$ cat config.mk
export PLATFORM = sky130hd
export DESIGN_NAME = gdp_top
export DESIGN_NICKNAME = d
export VERILOG_FILES = /design/src/hdl/gdp_pkg.sv /design/src/hdl/gdp_pin_sync.sv /design/src/hdl/gdp_top.sv
export SDC_FILE = /design/constraint.sdc
export NUM_CORES = 1
export LEC_CHECK = 0
export ABC_AREA = 1
export BUFFER_PORTS_ARGS = -buffer_cell sky130_fd_sc_hd__buf_4
export CELL_PAD_IN_SITES_DETAIL_PLACEMENT = 0
export CELL_PAD_IN_SITES_GLOBAL_PLACEMENT = 1
export CORE_ASPECT_RATIO = 0.5
export CORE_MARGIN = 3
export CORE_UTILIZATION = 44
export DETAILED_ROUTE_END_ITERATION = 10
export GPL_TIMING_DRIVEN = 0
export PLACE_DENSITY_LB_ADDON = 0.1
export SLEW_MARGIN = 10
export SYNTH_ARGS = -nofsm -noshare
export SYNTH_HDL_FRONTEND = slang
export SYNTH_HIERARCHICAL = 1
export SYNTH_SLANG_ARGS = --single-unit
$ cat constraint.sdc
create_clock -name sys_clk -period 2.9 [get_ports sys_clk]
set_clock_uncertainty 0.15 [all_clocks]
set_input_delay 0.29 -clock sys_clk [delete_from_list [all_inputs] [get_ports sys_clk]]
set_output_delay 0.29 -clock sys_clk [all_outputs]
set_load 0.02 [all_outputs]
$ cat src/hdl/gdp_pkg.sv
// Package of constants for the general pin direction and polarity block
package gdp_pkg;
  // ----------------------------------------
  // Register map and widths
  // ----------------------------------------
  localparam int ADDR_W = 8;
  localparam int DATA_W = 8;
  localparam logic [7:0] PIN_CFG_GROUP_B_OFS = 8'h09;
  localparam logic [7:0] PIN_CFG_GROUP_C_OFS = 8'h0a;
  localparam logic [7:0] PIN_LEVEL_OFS = 8'h0c;
  localparam logic [7:0] PIN_OUT_OFS = 8'h0d;
  localparam logic [7:0] PIN_CFG_GROUP_B_RST = 8'h00;
  localparam logic [7:0] PIN_CFG_GROUP_C_RST = 8'h00;
  localparam logic [7:0] PIN_OUT_RST = 8'h00;
  localparam logic [7:0] GROUP_C_MASK = 8'h3f;
  localparam logic [7:0] RD_UNMAPPED = 8'h00;
  // ----------------------------------------
  // Pin layout
  // ----------------------------------------
  localparam int NUM_PINS = 7;
  localparam int NUM_B = 4;
  localparam int SYNC_STAGES = 2;
  typedef logic [NUM_PINS-1:0] gdp_pins_t;
endpackage

$ cat src/hdl/gdp_pin_sync.sv
// Two-stage synchroniser for the external pin levels
`timescale 1ns/1ps
module gdp_pin_sync #(
  parameter int WIDTH = 7
) (
  input wire logic sys_clk,
  input wire logic rst,
  input wire logic clk_en,
  input wire logic [WIDTH-1:0] d_in,
  output logic [WIDTH-1:0] q_out
);
  logic [WIDTH-1:0] meta_r;
  logic [WIDTH-1:0] sync_r;

  // First stage is read only by the second stage
  always_ff @(posedge sys_clk or posedge rst)
  begin
    if (rst)
    begin
      meta_r <= '0;
      sync_r <= '0;
    end
    else if (clk_en)
    begin
      meta_r <= d_in;
      sync_r <= meta_r;
    end
  end

  assign q_out = sync_r;
endmodule

$ cat src/hdl/gdp_top.sv
// Direction and polarity configuration for general pins four to ten
//
// Notes on behaviour
// - Group B register at 0x09, read-write, resets to all zeros.
// - Pin four: bit 0 direction, bit 1 polarity, in group B.
// - Pin five: bit 2 direction, bit 3 polarity, in group B.
// - Pin six: bit 4 direction, bit 5 polarity, in group B.
// - Pin seven: bit 6 direction, bit 7 polarity, in group B.
// - Pin eight: bit 0 direction, bit 1 polarity, in group C.
// - Pin nine: bit 2 direction, bit 3 polarity, in group C.
// - Pin ten: bit 4 direction, bit 5 polarity, in group C.
//
// Design decision made here: strobed register access.
`timescale 1ns/1ps
module gdp_top (
  input wire logic sys_clk,
  input wire logic rst,
  input wire logic clk_en,
  input wire logic [gdp_pkg::ADDR_W-1:0] addr,
  input wire logic [gdp_pkg::DATA_W-1:0] wdata,
  input wire logic wr_stb,
  input wire logic rd_stb,
  output logic [gdp_pkg::DATA_W-1:0] rdata,
  input wire logic [gdp_pkg::NUM_PINS-1:0] pin_in,
  output logic [gdp_pkg::NUM_PINS-1:0] pin_out,
  output logic [gdp_pkg::NUM_PINS-1:0] pin_oe
);
  import gdp_pkg::*;

  // ----------------------------------------
  // Registers
  // ----------------------------------------
  logic [7:0] pin_cfg_group_b_r;
  logic [7:0] pin_cfg_group_c_r;
  gdp_pins_t pin_logic_out_r;
  logic [7:0] rdata_r;
  gdp_pins_t pin_out_r;
  gdp_pins_t pin_oe_r;
  gdp_pins_t pin_sync;

  // Direction and polarity bit pairs, pin four first
  wire logic [13:0] cfg_pairs = {pin_cfg_group_c_r[5:0], pin_cfg_group_b_r};
  gdp_pins_t dir_bits;
  gdp_pins_t pol_bits;

  // Split the pairs: even bit direction, odd bit polarity
  for (genvar i = 0; i < NUM_PINS; i++)
  begin : g_split
    assign dir_bits[i] = cfg_pairs[2*i];
    assign pol_bits[i] = cfg_pairs[2*i+1];
  end

  // Apply sense: active low inverts, active high passes
  function automatic gdp_pins_t apply_sense(input gdp_pins_t v, input gdp_pins_t pol);
    apply_sense = v ^ ~pol;
  endfunction

  // ----------------------------------------
  // Decode and next values
  // ----------------------------------------
  wire logic hit_b = (addr == PIN_CFG_GROUP_B_OFS);
  wire logic hit_c = (addr == PIN_CFG_GROUP_C_OFS);
  wire logic hit_lvl = (addr == PIN_LEVEL_OFS);
  wire logic hit_out = (addr == PIN_OUT_OFS);
  wire gdp_pins_t logic_in = apply_sense(pin_sync, pol_bits);
  wire gdp_pins_t pin_out_nxt = apply_sense(pin_logic_out_r, pol_bits);
  wire logic [7:0] rdata_nxt = hit_b ? pin_cfg_group_b_r :
                               hit_c ? pin_cfg_group_c_r :
                               hit_lvl ? {1'b0, logic_in} :
                               hit_out ? {1'b0, pin_logic_out_r} : RD_UNMAPPED;

  gdp_pin_sync #(
    .WIDTH(NUM_PINS)
  ) u_sync (
    .sys_clk(sys_clk),
    .rst(rst),
    .clk_en(clk_en),
    .d_in(pin_in),
    .q_out(pin_sync)
  );

  // ----------------------------------------
  // Register writes
  // ----------------------------------------
  always_ff @(posedge sys_clk or posedge rst)
  begin
    if (rst)
    begin
      pin_cfg_group_b_r <= PIN_CFG_GROUP_B_RST;
      pin_cfg_group_c_r <= PIN_CFG_GROUP_C_RST;
      pin_logic_out_r <= PIN_OUT_RST[NUM_PINS-1:0];
    end
    else if (clk_en && wr_stb)
    begin
      if (hit_b)
        pin_cfg_group_b_r <= wdata;
      if (hit_c)
        pin_cfg_group_c_r <= wdata & GROUP_C_MASK;
      if (hit_out)
        pin_logic_out_r <= wdata[NUM_PINS-1:0];
    end
  end

  // Read data and registered pin drive
  always_ff @(posedge sys_clk or posedge rst)
  begin
    if (rst)
    begin
      rdata_r <= RD_UNMAPPED;
      pin_out_r <= '0;
      pin_oe_r <= '0;
    end
    else if (clk_en)
    begin
      rdata_r <= rd_stb ? rdata_nxt : RD_UNMAPPED;
      pin_out_r <= pin_out_nxt;
      pin_oe_r <= dir_bits;
    end
  end

  assign rdata = rdata_r;
  assign pin_out = pin_out_r;
  assign pin_oe = pin_oe_r;
endmodule

==> flow_summary.toml, run 1 <==
[timing]
worst_pin_slew_ns = 0.5074
fin_setup_tns_ns = 0
finalHoldViolations = 0
max_freq_mhz = 708.7
slew_viol_final = 0
layout_min_cycle_time_ns = 1.411
fin_crit_sh_pct = 48.66
finalSetupViolations = 0
max_slew_margin_pct = 66.13
rsz0062_at_grt = "false"
holdWs_ns = 0.01019

[cells_and_area]
antenna_cells = 0
final_cell_mix = "nand2_1, dfrtp_1, buf_4, inv_1, nand3_1"
nNetsFinal = 422
drive_gt1_share_pct = 24.81
final_common_cell = "nand2_1"
area_growth_pct = 27.90

[setup_path]
crit_fanout = 10
ff2ff_setup_slack_ns = 1.60
timing.rr.end = "rdata[2]"
r2r_cells = 6
worstPathArrival_ns = 1.48
critPathLaunchType = "input pin"
crit_required_ns = 2.97
crit_type = "in2reg"
cp-end-kind = "flip-flop"
worstReg2RegStart = "pin_cfg_group_b_r[5]"

[logic_synthesis]
seq_area_frac_synth_pct = 50.64
synth_seq_cells = 57
synth_fp_nets = 360
syn_area_mm2 = 0.002816
synthCells = 332
yosys.cell_types.count = 21
avgSynthCellArea_um2 = 8.483
yosysWarnings = 6

[global_routing]
grt_max_degree = 25
gr-total-overflow = 0
antenna_found_initial = 0
grt_pass1_vias = 2125
grt_pass1_wl_mm = 10.49
grt_use_total_pct = 18.34

[clock_tree]
cts-htree-levels = 3
root_buffer = "clkbuf_16"
clock_latency_ns = 0.33
cts_buffers = 9
cts_buffer_depth = 2
cts.clk_slew.worst_paths_ns = 0.05
cts_sinks = 57
cts_resized = 0
cts_tree = "yes"

[power_and_ir_drop]
p_leak_nw = 2.107
ir_drop_mv = 0.4519
power.density_mw_per_mm2 = 558.1

[place]
routabilityCongestion = 0.8499
post-dp-hpwl_mm = 4.734
port_buffers = 49

[drt]
wl_per_cell_um = 13.36
antenna_left = 0
avgViaCountPerCell = 4.700
drt_iter0_drc = 126
drc = 0
vias = 2270
drt_wl_total_mm = 6.451
drt_pass1_iterations = 4

[floorplan]
start_util_pct = 48.36
fp.dieW_um = 119.1
num_rows = 19
core-area_mm2 = 0.005824
ios = 50
die-area_mm2 = 0.007456
die_h_um = 62.58

[hold_path]
hp-start = "pin_in[2]"
hold_end = "u_sync/meta_r[2]"
min_path_type = "in2reg"
whs_path_depth = 3

[status]
status = "finished, final reports clean"

[job]
drv_cap = 0
worst max-delay path: stages:
cell,delay (ns)
buf_4,0.12
buf_4,0.20
nand2_1,0.17
inv_1,0.12
nand3_2,0.21
buf_6,0.24
nand2_1,0.08
o21ai_2,0.05
sequential cells by signal, summed over array words and instances, names as in the netlist:
register	count
pin_cfg_group_b_r	8
rdata	8
pin_logic_out_r	7
pin_oe	7
pin_out	7
u_sync/meta_r	7
u_sync/q_out	7
pin_cfg_group_c_r	6
per-stage QoR:
stage               cell area, um2  worst slack (ns)  utilization, %  power (mW)  instances
detailed placement            3317             1.157           56.95       1.071        466
global route                  3602             1.410           61.85       2.093        483
global placement              3289            0.9088           56.48       1.061        465
floorplan                     2816             1.457               -      0.9867        332
CTS                           3602             1.493           61.85       2.029        483
finish                        3602             1.489           61.85       2.010        483
power by group:
group / switching (mW) / internal [mW] / leakage, nW
logic: 0.108 / 0.0816 / 1.22
clock network: 0.334 / 0.618 / 0.139
registers: 0.0315 / 0.837 / 0.748
total: 0.474 / 1.54 / 2.11
area by class of cell:
cell class / count / area, um2
plain buffers: 12 / 97.59
clock buffers: 13 / 260.3
clock inverters: 3 / 15.01
fillers: 534 / 2222
inverters: 33 / 123.9
multi-input cells: 230 / 1169
flip-flops and latches: 57 / 1426
well taps: 84 / 105.1
repair buffers: 51 / 405.4
worst max path at each step:
stage	endpoint	cells past startpoint	slack, ns	from
finish	pin_cfg_group_b_r[7]	8	1.49	clk_en
global route	pin_cfg_group_b_r[7]	8	1.41	clk_en
CTS	pin_cfg_group_b_r[7]	8	1.49	clk_en
detailed placement	pin_cfg_group_b_r[7]	8	1.16	clk_en
global placement	rdata[1]	2	0.91	rst
floorplan	pin_cfg_group_b_r[0]	1	1.46	rst
layer usage:
layer	track usage [%]	up-vias	share of wire [%]	routed length, um
met5	0	-	0	0
met4	6.926	0	1.5	95
li1	-	1162	-	-
met3	6.329	10	7.0	452
met1	25.22	1042	49	3140
met2	26.70	56	43	2762
cell families after synthesis:
logic type | after synthesis | share of synthesized area [%]
and+or+nand+nor | 181 | 29.10
xor gates and xnor gates | 14 | 4.354
buffers and inverters | 45 | 7.863
DFF | 57 | 50.64
AOI/OAI and AO/OA | 35 | 8.041
what timing repair did:
action | in CTS | in global routing
hold buffers | 1 | 0
buffers inserted | 0 | 0
hold endpoints to repair | 33 | 0
synthesized netlist by cell type:
cell type  count  area share (%)
clkbuf_1       1            0.13
nand3_2        1            0.36
nand3_1       22             3.9
nor2_8         3             2.1
nand2_2        3            0.67
nor3_4         1            0.58
dfrtp_1       57              51
buf_6          3             1.2
inv_1         32             4.3
nor2_4         2            0.80
o21ai_1       11             2.0
buf_8          1            0.53
o21ai_2        9             2.8
xor2_1        14             4.4
buf_2          3            0.53
o21a_1         7             1.9
buf_4          4             1.1
inv_2          1            0.13
nand2_1      146              19
nand2_4        3             1.2
o21ai_0        8             1.4
Note: power is estimated with default switching activity, not from simulation.
==> run 2: changes to the inputs <==
Settings changed: ABC_AREA 1 to 0, CORE_UTILIZATION 44 to 40.
Clock period 2.9 ns to 1.28 ns, I/O delays scaled along.
==> run 2 against run 1 <==
The flow now finishes with violations (negative hold slack). Worst setup slack got worse by 1.5 ns. Final area barely moved. Critical endpoint is now rdata[3]. Global-route usage fell by 0.38 points. Wire length fell by 5.5%. Largest power group unchanged. Die area rose by 1.2%. Largest cell class unchanged.
==> flow_summary.toml, run 2 <==
[setup_path]
worstReg2RegStart = "pin_cfg_group_b_r[7]"
crit_type = "reg2reg"
crit_chain = "xnor2_1 > a221oi_2 > o22ai_1"
path_delay_family = "flip-flops"
timing.rr.end = "rdata[3]"
r2r_cells = 3
worstPathArrival_ns = 1.30
cp.depth = 3
crit_fanout = 4
cp_num_buf_inv = 0
critPathLaunchType = "flip-flop"
max_stage_delay_ns = 0.44
critPathCapture = "rdata[3]"
cp-end-kind = "flip-flop"
critPathLaunch = "pin_cfg_group_b_r[7]"
crit_required_ns = 1.33
ff2ff_setup_slack_ns = 0.03
crit_slowest_cell = "dfrtp_2"

[logic_synthesis]
synth_simple_gate_area_share_pct = 8.973
yosysTopAreaCell = "dfrtp_1"
yosysWarnings = 6
synth_common_cells = "dfrtp_1, mux2_2, xnor2_1"
synth_top_family_by_area = "multiplexers"
synth_fp_nets = 213
synth_flop_cell = "dfrtp_1"
synth-xor-area-share_pct = 4.727
synth.area.top_cells = "dfrtp_1, mux2_2, xnor2_1"
synth_adder_area_share_pct = 0
synth_mux_area_share_pct = 21.66
synth_seq_cells = 57
synthArstFlopShare_pct = 100.0
seq_area_frac_synth_pct = 54.99
synthCells = 185
synth.most_common_cell = "dfrtp_1"
synth_edf_count = 0
yosys.cell_types.count = 28
avgSynthCellArea_um2 = 14.02
synth-compound-area-share_pct = 6.802
syn_area_mm2 = 0.002594
synth_top_area_share_pct = 54.99

[global_routing]
grt_pass1_wl_mm = 9.984
grt_pass1_vias = 1863
antenna_found_initial = 0
gr-total-overflow = 0
grt_max_degree = 44
grt_use_total_pct = 17.96

[cells_and_area]
multi_input_area_mm2 = 0.001174
nNetsFinal = 292
fillers = 520
antenna_cells = 0
drive_gt1_share_pct = 52.26
final-instance-count-excl-fill = 354
final_common_cell = "dfrtp_1"
seq_area_mm2 = 0.001428
design_area_mm2 = 0.003603
final_cell_mix = "dfrtp_1, buf_4, mux2_2, dlygate4sd3_1, xnor2_1"
final_util_pct = 58.30
area_growth_pct = 38.93

[place]
routabilityCongestion = 0.7669
post-dp-hpwl_mm = 4.151
placed_cell_area_mm2 = 0.003077
dp_cells = 321
dp_slack_ns = -0.3938
port_buffers = 48

[timing]
layout_min_cycle_time_ns = 1.249
worst_pin_slew_ns = 0.9527
setup_slack_ns = 0.03116
slew_viol_final = 0
fin_crit_sh_pct = 97.57
fin_setup_tns_ns = 0
finalSetupViolations = 0
holdWs_ns = -0.1421
max_slew_margin_pct = 36.36
finalHoldViolations = 43
max_freq_mhz = 800.7

[clock_tree]
cts_hold_buffers = 16
cts_buffers = 9
cts-htree-levels = 3
cts.clk_slew.worst_paths_ns = 0.05
clock_latency_ns = 0.33
root_buffer = "clkbuf_16"
cts_sinks = 57
cts_tree = "yes"
cts_buffer_depth = 2

[drt]
wl_per_cell_um = 17.21
vias = 1776
drt_iter0_drc = 50
drt_pass1_iterations = 4
avgViaCountPerCell = 5.017
antenna_left = 0
drc = 0
drt_wl_total_mm = 6.093

[power_and_ir_drop]
total_power_mw = 4.541
p_leak_nw = 1.587
ir_drop_mv = 0.7327
power.density_mw_per_mm2 = 1260

[floorplan]
start_util_pct = 41.96
core-area_mm2 = 0.006181
ios = 50
num_rows = 20
die-area_mm2 = 0.007545
die_h_um = 62.94
fp.dieW_um = 119.9

[status]
failed_checks = "negative hold slack"
status = "finished with violations"

[job]
drv_cap = 0

[hold_path]
min_path_type = "in2async"
==> run 2: cells by family (layout without fill, tap and decap cells) <==
| kind of cell | after synthesis | after routing |
|---|---|---|
| muxes | 50 | 50 |
| and+or+nand+nor | 26 | 26 |
| xor gates and xnor gates | 14 | 14 |
| DFF | 57 | 57 |
| AOI/OAI and AO/OA | 24 | 24 |
| buffers and inverters | 14 | 95 |
==> run 2: how the worst min path moves through the flow <==
stage	from	end	slack (ns)	cells past startpoint
finish	rst	pin_out[3]	-0.14	2
detailed placement	rst	u_sync/meta_r[3]	0.07	2
CTS	rst	pin_cfg_group_c_r[3]	-0.11	2
global route	rst	pin_cfg_group_b_r[7]	-0.08	2
floorplan	rst	u_sync/meta_r[0]	-0.13	1
global placement	rst	u_sync/q_out[3]	0.07	2
==> run 2: area by class of cell <==
class                      count  share of cell area, %
clock buffer                  12                  6.840
buffer                         8                  1.771
tap                           88                  3.056
clock inverter                 1                 0.1389
timing repair buffer          68                  15.28
inverter                       6                 0.7292
sequential                    57                  39.62
multi-input combinational    114                  32.57
==> run 2: worst register-to-register path: stages, from the launching register on <==
cell      delay (ns)
dfrtp_2         0.44
xnor2_1         0.16
a221oi_2        0.27
o22ai_1         0.10
==> run 2: what timing repair did <==
item / 4_1_cts / 5_1_grt
gates cloned: 0 / 0
pin swaps: 1 / 4
resized for setup: 6 / 9
endpoints found under the hold margin: 85 / 43
setup endpoints to repair: 9 / 22
setup buffers: 0 / 4
==> run 2: layer usage <==
| layer | track usage [%] | vias to the layer above | wire length [um] |
|---|---|---|---|
| met5 | 0 | - | 0 |
| li1 | - | 837 | - |
| met4 | 6.847 | 0 | 86 |
| met3 | 7.324 | 11 | 375 |
| met2 | 24.93 | 44 | 2604 |
| met1 | 24.96 | 884 | 3026 |
==> run 2: power breakdown <==
group | leakage [nW] | internal [mW] | total [mW] | switching [mW]
logic | 0.737 | 0.279 | 0.500 | 0.220
registers | 0.726 | 1.90 | 1.98 | 0.0773
clock network | 0.124 | 1.32 | 2.06 | 0.744
